[src/wrap_coord_defs.vh]
/*
 * Register offsets, field positions, reset values and fixed figures of the
 * wrap-coordinate unit.
 * Assumes inclusion by bare name from the design files only.
 */
`ifndef WRAP_COORD_DEFS_VH
`define WRAP_COORD_DEFS_VH

// ==========================================================================
// Byte offsets on the register bus
// ==========================================================================
`define OFS_CTRL 6'h00
`define OFS_RANGE 6'h04
`define OFS_RATIO 6'h08
`define OFS_STEP 6'h0C
`define OFS_GEAR_A 6'h10
`define OFS_GEAR_B 6'h14
`define OFS_SPAN_SEL 6'h18
`define OFS_CMD 6'h1C
`define OFS_STATUS 6'h20
`define OFS_SPAN_STEPS 6'h24
`define OFS_LOWER 6'h28

// ==========================================================================
// Field positions
// ==========================================================================
`define CTRL_EN 0
`define CTRL_MODE_LO 1
`define CTRL_MODE_HI 2
`define CTRL_MANUAL 3
`define CMD_CONFIG 0
`define CMD_CLR_ALARM 1
`define ST_ERR_INFO 0
`define ST_ALARM 1
`define ST_BUSY 2
`define ST_ACTIVE 3
`define SPAN_SEL_SMALL 0

// ==========================================================================
// Reset values and fixed figures (range and span in tenths of a revolution)
// ==========================================================================
`define RST_EN 1'b1
`define RST_MODE 2'h0
`define RST_MANUAL 1'b0
`define RST_RANGE 16'h4650
`define RST_RATIO 14'h1388
`define RST_STEP 30'h0000_0000
`define RST_GEAR 16'h0001
`define RST_SPAN_SMALL 1'b0
`define RATIO_MAX 14'h2710
`define SPAN_BIG_T 16'h4650
`define SPAN_SMALL_T 16'h2328
`define STEPS_PER_TENTH 48'h0000_0000_03E8
`define RATIO_FULL 48'h0000_0000_2710

`endif

[src/wrap_coord_unit.v]
/*
 * Wrap-coordinate unit of one stepper axis: parameter registers on an
 * Avalon-MM slave, a range check, and folding of the command position.
 * Assumes the profile position generator gives one absolute command position
 * per valid pulse and moves less than one wrap span between two samples.
 */
// The placing of the registers and the Avalon-MM slave port were chosen for this implementation.
// Contract
// Wrap coordinate serves the wrap variants of profile position mode moves.
// Mode code 0 absolute, 1 proximity, 2 forward, 3 reverse; default 0.
// Host sets coordinate source to manual before wrap parameters apply.
// Wrap enable: 0 off, 1 on; resets to 1.
// Command position returns to zero after the wrap range; default 1,800 rev.
// Offset ratio 0 to 10,000 in 0.01 percent, shifts range negative; default 5,000.
// Signed step offset from -536,870,912 to 536,870,911; default zero.
// Host picks the range from the listed values, 0.5 to 1,800.0 rev.
// With a 900 rev sensor span host avoids unsupported larger ranges.
// Sensor span divided by wrap range must be an integer.
// Wrap range times resolution must be an integer.
// Enabled wrap failing either integer check sets the error information flag.
// While error information stands, wrapping is not performed.
// Power-up or configuration with error information raises the wrap alarm.
// Host should preset or home after changing enable or range.
// A range that excludes home also sets the error information flag.
// Span is range times resolution; lower bound is minus ratio span plus offset.
module wrap_coord_unit (
	input wire sys_clk, // System clock, 10 MHz.
	input wire rstn, // Asynchronous reset, active low.
	input wire [5:0] avs_address, // Byte address.
	input wire avs_read, // Read request.
	input wire avs_write, // Write request.
	input wire [31:0] avs_writedata, // Write data.
	input wire [3:0] avs_byteenable, // Byte enables.
	output reg [31:0] avs_readdata, // Read data.
	output wire avs_waitrequest, // Stall while the answer is prepared.
	input wire [31:0] cmd_pos, // Command position in steps.
	input wire cmd_pos_valid, // One-cycle pulse with a new command position.
	output reg [31:0] wrap_pos_ff, // Folded command position.
	output reg wrap_pos_valid_ff, // One-cycle pulse with wrap_pos_ff.
	output wire wrap_active, // Wrap coordinate in force.
	output wire [1:0] wrap_mode, // Wrap move style for the generator.
	output wire wrap_err_info, // Wrap setting error information.
	output reg wrap_alarm_ff // Wrap setting error alarm.
);

`include "wrap_coord_defs.vh"

	localparam S_IDLE = 5'b00001;
	localparam S_C1 = 5'b00010;
	localparam S_C2 = 5'b00100;
	localparam S_C3 = 5'b01000;
	localparam S_FIN = 5'b10000;

	// ======================================================================
	// Avalon-MM slave: one wait state, read data loaded during it
	// ======================================================================
	reg ack_ff;
	wire req = avs_read | avs_write;
	wire wr_go = avs_write & ack_ff;
	assign avs_waitrequest = req & ~ack_ff;

	reg en_ff;
	reg [1:0] mode_ff;
	reg manual_ff;
	reg [15:0] range_ff;
	reg [13:0] ratio_ff;
	reg [29:0] step_ff;
	reg [15:0] gear_a_ff;
	reg [15:0] gear_b_ff;
	reg span_small_ff;
	reg err_ff;
	reg [4:0] st_ff;
	reg [31:0] span_ff;
	reg [31:0] lower_ff;
	reg chk_req_ff;
	reg alarm_arm_ff;

	wire [31:0] wd = avs_writedata;
	wire lo_we = avs_byteenable[0] & avs_byteenable[1];
	wire full_we = &avs_byteenable;
	wire cfg_cmd = wr_go & (avs_address == `OFS_CMD) & avs_byteenable[0] & wd[`CMD_CONFIG];
	wire clr_alarm = wr_go & (avs_address == `OFS_CMD) & avs_byteenable[0] &
		wd[`CMD_CLR_ALARM];
	wire param_wr = wr_go & (avs_address != `OFS_CMD) & (avs_address < `OFS_STATUS);

	assign wrap_mode = mode_ff;
	assign wrap_err_info = err_ff;
	// The check is idle exactly when the idle state bit is set.
	assign wrap_active = en_ff & ~err_ff & st_ff[0];

	reg [31:0] rd_nxt;
	always @* begin
		case (avs_address)
			`OFS_CTRL: rd_nxt = {28'h000_0000, manual_ff, mode_ff, en_ff};
			`OFS_RANGE: rd_nxt = {16'h0000, range_ff};
			`OFS_RATIO: rd_nxt = {18'h0_0000, ratio_ff};
			`OFS_STEP: rd_nxt = {{2{step_ff[29]}}, step_ff};
			`OFS_GEAR_A: rd_nxt = {16'h0000, gear_a_ff};
			`OFS_GEAR_B: rd_nxt = {16'h0000, gear_b_ff};
			`OFS_SPAN_SEL: rd_nxt = {31'h0000_0000, span_small_ff};
			`OFS_STATUS: rd_nxt = {28'h000_0000, wrap_active, ~st_ff[0], wrap_alarm_ff, err_ff};
			`OFS_SPAN_STEPS: rd_nxt = span_ff;
			`OFS_LOWER: rd_nxt = lower_ff;
			default: rd_nxt = 32'h0000_0000;
		endcase
	end

	always @(posedge sys_clk or negedge rstn) begin
		if (!rstn) begin
			ack_ff <= 1'b0;
			avs_readdata <= 32'h0000_0000;
		end else begin
			ack_ff <= req & ~ack_ff;
			if (avs_read & ~ack_ff) begin
				avs_readdata <= rd_nxt;
			end
		end
	end

	// ======================================================================
	// Parameter registers
	// ======================================================================
	always @(posedge sys_clk or negedge rstn) begin
		if (!rstn) begin
			en_ff <= `RST_EN;
			mode_ff <= `RST_MODE;
			manual_ff <= `RST_MANUAL;
			range_ff <= `RST_RANGE;
			ratio_ff <= `RST_RATIO;
			step_ff <= `RST_STEP;
			gear_a_ff <= `RST_GEAR;
			gear_b_ff <= `RST_GEAR;
			span_small_ff <= `RST_SPAN_SMALL;
		end else if (wr_go) begin
			case (avs_address)
				`OFS_CTRL: begin
					if (avs_byteenable[0]) begin
						en_ff <= wd[`CTRL_EN];
						mode_ff <= wd[`CTRL_MODE_HI:`CTRL_MODE_LO];
						manual_ff <= wd[`CTRL_MANUAL];
					end
				end
				`OFS_RANGE: if (lo_we) range_ff <= wd[15:0];
				`OFS_RATIO: begin
					// Ratios above 10,000 in the low 16 bits saturate; higher bits are dropped.
					if (lo_we) begin
						if (wd[15:0] > {2'b00, `RATIO_MAX}) begin
							ratio_ff <= `RATIO_MAX;
						end else begin
							ratio_ff <= wd[13:0];
						end
					end
				end
				`OFS_STEP: if (full_we) step_ff <= wd[29:0];
				`OFS_GEAR_A: if (lo_we) gear_a_ff <= wd[15:0];
				`OFS_GEAR_B: if (lo_we) gear_b_ff <= wd[15:0];
				`OFS_SPAN_SEL: if (avs_byteenable[0]) span_small_ff <= wd[`SPAN_SEL_SMALL];
				default: ;
			endcase
		end
	end

	// ======================================================================
	// Range check: three divisions on one shared divider
	// ======================================================================
	reg div_start_ff;
	reg [47:0] div_num_ff;
	reg [47:0] div_den_ff;
	wire div_done;
	wire [47:0] div_quo;
	wire [47:0] div_rem;

	wrap_divider #(.WN(48), .WD(48)) u_div (
		.sys_clk(sys_clk),
		.rstn(rstn),
		.start(div_start_ff),
		.num(div_num_ff),
		.den(div_den_ff),
		.busy_ff(),
		.done_ff(div_done),
		.quo_ff(div_quo),
		.rem_ff(div_rem)
	);

	// Without manual source the wrap parameters are held at their defaults.
	wire [15:0] eff_range = manual_ff ? range_ff : `RST_RANGE;
	wire [13:0] eff_ratio = manual_ff ? ratio_ff : `RST_RATIO;
	wire [29:0] eff_step = manual_ff ? step_ff : `RST_STEP;
	wire [15:0] sensor_span = span_small_ff ? `SPAN_SMALL_T : `SPAN_BIG_T;

	reg c1_ok_ff;
	reg c2_ok_ff;
	reg [47:0] span_q_ff;
	reg [13:0] ratio_l_ff;
	reg [29:0] step_l_ff;
	reg zero_ff;

	wire [47:0] lo_full = {{18{step_l_ff[29]}}, step_l_ff} - div_quo;
	wire [47:0] hi_full = lo_full + span_q_ff;
	wire span_big = |span_q_ff[47:31];
	wire home_in = (lo_full[47] | (lo_full == 48'h0000_0000_0000)) & ~hi_full[47] &
		(hi_full != 48'h0000_0000_0000);
	wire chk_bad = zero_ff | ~c1_ok_ff | ~c2_ok_ff | span_big | ~home_in;

	always @(posedge sys_clk or negedge rstn) begin
		if (!rstn) begin
			st_ff <= S_IDLE;
			chk_req_ff <= 1'b1;
			alarm_arm_ff <= 1'b1;
			div_start_ff <= 1'b0;
			div_num_ff <= 48'h0000_0000_0000;
			div_den_ff <= 48'h0000_0000_0000;
			c1_ok_ff <= 1'b0;
			c2_ok_ff <= 1'b0;
			span_q_ff <= 48'h0000_0000_0000;
			ratio_l_ff <= 14'h0000;
			step_l_ff <= 30'h0000_0000;
			zero_ff <= 1'b0;
			err_ff <= 1'b0;
			span_ff <= 32'h0000_0000;
			lower_ff <= 32'h0000_0000;
			wrap_alarm_ff <= 1'b0;
		end else begin
			div_start_ff <= 1'b0;
			// A request arriving mid-check is kept and runs the check again.
			if (param_wr | cfg_cmd) begin
				chk_req_ff <= 1'b1;
			end
			if (cfg_cmd) begin
				alarm_arm_ff <= 1'b1;
			end
			if (clr_alarm) begin
				wrap_alarm_ff <= 1'b0;
			end
			case (st_ff)
				S_IDLE: begin
					if (chk_req_ff & ~param_wr & ~cfg_cmd) begin
						chk_req_ff <= 1'b0;
						ratio_l_ff <= eff_ratio;
						step_l_ff <= eff_step;
						zero_ff <= (eff_range == 16'h0000) | (gear_a_ff == 16'h0000) |
							(gear_b_ff == 16'h0000);
						div_num_ff <= {32'h0000_0000, sensor_span};
						div_den_ff <= {32'h0000_0000, eff_range};
						div_start_ff <= 1'b1;
						st_ff <= S_C1;
					end
				end
				S_C1: begin
					if (div_done) begin
						c1_ok_ff <= (div_rem == 48'h0000_0000_0000);
						div_num_ff <= {32'h0000_0000, eff_range} * `STEPS_PER_TENTH *
							{32'h0000_0000, gear_b_ff};
						div_den_ff <= {32'h0000_0000, gear_a_ff};
						div_start_ff <= 1'b1;
						st_ff <= S_C2;
					end
				end
				S_C2: begin
					if (div_done) begin
						c2_ok_ff <= (div_rem == 48'h0000_0000_0000);
						span_q_ff <= div_quo;
						div_num_ff <= {34'h0_0000_0000, ratio_l_ff} * div_quo;
						div_den_ff <= `RATIO_FULL;
						div_start_ff <= 1'b1;
						st_ff <= S_C3;
					end
				end
				S_C3: begin
					if (div_done) begin
						err_ff <= en_ff & chk_bad;
						span_ff <= span_q_ff[31:0];
						lower_ff <= lo_full[31:0];
						st_ff <= S_FIN;
					end
				end
				S_FIN: begin
					if (alarm_arm_ff & err_ff) begin
						wrap_alarm_ff <= 1'b1;
					end
					alarm_arm_ff <= cfg_cmd;
					st_ff <= S_IDLE;
				end
				default: st_ff <= S_IDLE;
			endcase
		end
	end

	// ======================================================================
	// Position folding
	// ======================================================================
	reg [31:0] last_pos_ff;
	wire [31:0] delta = cmd_pos - last_pos_ff;
	wire [32:0] trial = {wrap_pos_ff[31], wrap_pos_ff} + {delta[31], delta};
	wire [32:0] low33 = {lower_ff[31], lower_ff};
	wire [32:0] high33 = low33 + {1'b0, span_ff};
	wire ge_high = ($signed(trial) >= $signed(high33));
	wire lt_low = ($signed(trial) < $signed(low33));
	wire [32:0] down = trial - {1'b0, span_ff};
	wire [32:0] up = trial + {1'b0, span_ff};

	// Only one span is added or taken per sample, so a jump of a span or more
	// between two samples is not folded fully.
	always @(posedge sys_clk or negedge rstn) begin
		if (!rstn) begin
			last_pos_ff <= 32'h0000_0000;
			wrap_pos_ff <= 32'h0000_0000;
			wrap_pos_valid_ff <= 1'b0;
		end else begin
			wrap_pos_valid_ff <= cmd_pos_valid;
			if (cmd_pos_valid) begin
				last_pos_ff <= cmd_pos;
				if (!wrap_active) begin
					wrap_pos_ff <= cmd_pos;
				end else if (ge_high) begin
					wrap_pos_ff <= down[31:0];
				end else if (lt_low) begin
					wrap_pos_ff <= up[31:0];
				end else begin
					wrap_pos_ff <= trial[31:0];
				end
			end
		end
	end

endmodule

[src/wrap_divider.v]
/*
 * Sequential restoring divider for unsigned operands, one quotient bit per
 * clock.
 * Assumes start is a one-cycle pulse given only while busy is low.
 */
module wrap_divider #(
	parameter WN = 48,
	parameter WD = 48
) (
	input wire sys_clk, // System clock.
	input wire rstn, // Asynchronous reset, active low.
	input wire start, // One-cycle pulse that loads operands.
	input wire [WN-1:0] num, // Dividend.
	input wire [WD-1:0] den, // Divisor; zero yields all-ones quotient.
	output reg busy_ff, // High while dividing.
	output reg done_ff, // One-cycle pulse when results are valid.
	output reg [WN-1:0] quo_ff, // Quotient.
	output reg [WD-1:0] rem_ff // Remainder.
);

	// ======================================================================
	// Shift and subtract
	// ======================================================================
	reg [WD-1:0] den_ff;
	localparam [7:0] CNT_INIT = WN;
	reg [7:0] cnt_ff;
	wire [WD:0] trial = {rem_ff, quo_ff[WN-1]};
	wire [WD:0] diff = trial - {1'b0, den_ff};

	always @(posedge sys_clk or negedge rstn) begin
		if (!rstn) begin
			busy_ff <= 1'b0;
			done_ff <= 1'b0;
			quo_ff <= {WN{1'b0}};
			rem_ff <= {WD{1'b0}};
			den_ff <= {WD{1'b0}};
			cnt_ff <= 8'h00;
		end else begin
			done_ff <= 1'b0;
			if (start) begin
				busy_ff <= 1'b1;
				quo_ff <= num;
				rem_ff <= {WD{1'b0}};
				den_ff <= den;
				cnt_ff <= CNT_INIT;
			end else if (busy_ff) begin
				if (!diff[WD]) begin
					rem_ff <= diff[WD-1:0];
					quo_ff <= {quo_ff[WN-2:0], 1'b1};
				end else begin
					rem_ff <= trial[WD-1:0];
					quo_ff <= {quo_ff[WN-2:0], 1'b0};
				end
				cnt_ff <= cnt_ff - 8'h01;
				if (cnt_ff == 8'h01) begin
					busy_ff <= 1'b0;
					done_ff <= 1'b1;
				end
			end
		end
	end

endmodule
[config.mk]
export PLATFORM = sky130hd
export DESIGN_NAME = wrap_coord_unit
export DESIGN_NICKNAME = d
export VERILOG_FILES = /design/src/wrap_coord_unit.v /design/src/wrap_divider.v
export VERILOG_INCLUDE_DIRS = /design/src
export SDC_FILE = /design/constraint.sdc
export NUM_CORES = 2
export LEC_CHECK = 0
export ABC_AREA = 1
export BUFFER_PORTS_ARGS = -buffer_cell sky130_fd_sc_hd__buf_2
export CORE_MARGIN = 3
export CORE_UTILIZATION = 45
export CTS_CLUSTER_SIZE = 12
export DETAILED_ROUTE_END_ITERATION = 8
export HOLD_SLACK_MARGIN = 0.05
export SYNTH_ARGS = -nofsm -noshare
export SYNTH_HDL_FRONTEND = slang
export SYNTH_SLANG_ARGS = --single-unit
[constraint.sdc]
create_clock -name sys_clk -period 12.2 [get_ports sys_clk]
set_input_delay 1.22 -clock sys_clk [delete_from_list [all_inputs] [get_ports sys_clk]]
set_output_delay 1.22 -clock sys_clk [all_outputs]
set_load 0.01 [all_outputs]
==> impl_results.md <==
* WL/cell at 21.2 um
* Initial detailed-routing violation count at 6154
* Layout cell share with drive strength beyond 1 at 4.70%
* Max cap viols at 0
* Clock sinks at 550
* Slowest-stage cell, CP: fa_1
* Clk buf depth at 3
* Mapped Area at 0.0751 mm^2
* Post-synthesis register bit count at 550
* Crit path DAT at 12.01 ns
* Dpl hpwl at 216 mm
* Fin nets at 12000
* Site Rows at 149
* Startpoint types: flip-flop
* IO Pins at 150
* Post-synthesis sequential area ratio at 18.3%
* Placer Congestion at 0.958
* Synth Area in Adders at 31.3%
* Critical path class: reg2reg
* Async SR Flop Fraction at 100%
* Worst-path clk slew at 0.06 ns
* RSZ-0062 raised after global routing: no
* Clk_skew at 0.0680 ns
* Initial antenna violation count at 2
* Clock latency on the worst-skew pair at 0.70 ns
* Crit path largest cell delay at 0.68 ns
* Effective utilization at floorplan at 45.4%
* CTS Root Cell: clkbuf_16
* CP Max Fanout at 11
* Largest family of logic cells by synthesized area: adder cells
* Seq. cell area at 0.0138 mm^2
* Die height at 415 um
* Status: finished, final reports clean
* Final period util at 94.2%
* Post-Syn Area per Cell at 7.13 um^2
* Layout fillers at 16900
* Setup TNS at 0 ns
* Total track usage at 31.3%
* Postcts setup bufs at 0
* CP delay by family, top: adder cells
* Die footprint at 0.172 mm^2
* Area growth syn-to-layout at 7.00%
* Syn Inst Count at 10500
* Measured slew at the worst slew-check pin at 1.23 ns
* First-pass GRT wire length at 416 mm
* Port Buf Inserts at 147
* R2R depth at 43
* Dominant synthesized flop cell: dfrtp_1
* Area occupied by multi-input gates at 0.0518 mm^2
* DRT Pass-1 Iters at 8
* CP Depth at 43
* DIE WIDTH at 415 um
* Core ar. at 0.165 mm^2
* Worst min path class: in2async
* Min cycle time layout at 11.49 ns
* CP endpoint kind: flip-flop
* Synth Area in XOR/XNOR at 2.68%
* Max Freq at 87.1 MHz
* Simple-Gate Fraction of Synth Area at 22.2%
* Remaining antenna violation count at 0
* TritonCTS Buffers at 70
* TritonCTS clock tree: done
* Synth unique cells at 66
* CP required at 12.72 ns
* Largest net degree at the start of global routing at 146
* Net Count, Synth at 12000
* Post-synth EDFFs at 0
* Post-synthesis mux area share at 0.210%
* Vias at 69600
* CP bufs+invs at 8
* Cell mode on critical path: fa_1
* Synth Area in Compound Gates at 12.5%
* Vias in the first global route at 69500
* Yosys warns at 0
* Max-slew violations at 0
* Via-per-instance ratio at 5.46
* Final Hold Viols at 0
* Remaining DRCs at 0
* Final setup violating endpoints at 0
* CTS H-tree lvls at 3
* GR Overflow Total at 0
* Final wirelength at 270 mm
* Rel. slew slack at 17.7%
==> repair_timing <==
item,4_1_cts,5_1_grt
hold buffers,0,0
gates resized for setup,0,2
endpoints found under the hold margin,0,0
endpoints found under the setup margin,0,2
==> stage by stage <==
stage	hold slack (ns)	utilization (%)	cell area, um^2	instances	worst slack [ns]
final	0.461	48.6	80400	12700	0.713
after global routing	0.494	48.6	80400	12700	0.0546
after CTS	0.457	48.6	80400	12700	0.711
after detailed placement	0.462	47.2	78000	12600	0.723
after global placement	0.452	47.2	78000	12600	0.825
after floorplan	0.435	-	75100	10500	2.55
==> registers in the layout (all words and copies together) (netlist names), 30 cells and up <==
signal	flops
span_ff	32
u_div.quo_ff	48
last_pos_ff	32
step_l_ff	30
wrap_pos_ff	32
span_q_ff	48
lower_ff	32
step_ff	30
u_div.rem_ff	48
div_num_ff	48
avs_readdata	32
==> worst register-to-register path, delay by kind of cell, from the launching register on <==
kind,cells,cell delay [ns]
AND/OR/NAND/NOR,14,1.68
AO/OA/AOI/OAI,9,2.09
flip-flops,1,0.51
buffers and inverters,8,1.07
adder cells (fa/ha/maj),12,5.98
==> path summary, 6_finish.rpt <==
path | startpoint | endpoint | slack [ns]
worst max-delay path | manual_ff | div_num_ff[41] | 0.71
worst min-delay path | rstn | wrap_pos_ff[27] | 0.46
worst max register to register | manual_ff | div_num_ff[41] | 0.71
worst min register to register | chk_req_ff | chk_req_ff | 0.47
max in group asynchronous | rstn | div_num_ff[46] | 9.45
min in group sys_clk | chk_req_ff | chk_req_ff | 0.47
==> area by class of cell <==
class	instances	area share [%]
Sequential cell	550	17.2
Antenna cell	1	0.00311
Multi-Input combinational cell	7447	64.4
Timing Repair Buffer	252	1.94
Clock buffer	97	2.50
Inverter	2173	10.2
Clock inverter	29	0.405
Tap cell	2189	3.41
==> synthesized netlist by cell type, drive strengths merged, types with 2 or more instances <==
cell,count,area share [%]
o21ai,711,4.8
dfrtp,534,18
buf,51,0.31
o21a,21,0.21
nand3,329,2.2
a22oi,13,0.13
nor3b,2,0.020
o2111ai,25,0.30
nand4,105,0.87
a21oi,569,3.8
ha,578,9.6
nor3,71,0.48
a32oi,3,0.035
o21bai,31,0.31
a211oi,6,0.060
fa,815,22
inv,2163,11
o22a,4,0.047
a221oi,18,0.21
or2,44,0.37
nor4,43,0.36
o211ai,53,0.54
xor2,151,1.8
o221ai,15,0.17
o311ai,2,0.023
a21o,23,0.23
xnor2,78,0.91
o22ai,69,0.57
clkinv,10,0.050
a31o,3,0.035
a41oi,4,0.047
clkbuf,312,1.6
a21boi,17,0.18
mux2,14,0.21
dfstp,16,0.56
a31oi,67,0.56
nand3b,20,0.20
and2,3,0.025
and3,7,0.058
nand2,2787,14
o31ai,16,0.16
nor2,724,3.6
==> cells by family after synthesis <==
| logic type | count (synthesis) |
|---|---|
| DFF | 550 |
| adders and majority gates | 1393 |
| xor gates and xnor gates | 229 |
| buffers and inverters | 2536 |
| AOI/OAI and AO/OA | 1676 |
| and+or+nand+nor | 4135 |
| muxes | 14 |
==> cell usage in the layout, fill, tap and decap left out, types with 23 or more instances in the layout <==
cell type  Yosys  routed
a21o_1        23      23
a21oi_1      565     565
a31oi_1       67      67
buf_2         21     146
buf_4          3     103
clkbuf_16      0      72
dfrtp_1      534     531
fa_1         815     815
ha_1         578     578
inv_1       2153    2150
nand2_1     2780    2779
nand3_1      325     325
nand4_1      105     105
nor2_1       721     716
nor3_1        70      70
nor4_1        43      43
o2111ai_1     24      24
o211ai_1      51      51
o21ai_0      684     684
o21bai_1      31      31
o22ai_1       69      69
or2_2         39      39
xnor2_1       78      78
xor2_1       150     150
==> metal layers <==
| layer | global-route usage [%] | part of all wire [%] | vias to the layer above |
|---|---|---|---|
| met3 | 4.44 | 7.0 | 487 |
| met5 | 0.0834 | 0.010 | - |
| met1 | 42.4 | 43 | 33900 |
| met2 | 50.1 | 45 | 2525 |
| met4 | 13.1 | 4.9 | 4 |
| li1 | - | - | 32700 |
Power is left out: the tool's default activity adds up to more than one toggle a clock period on the data nets, which glitch-free logic cannot reach.
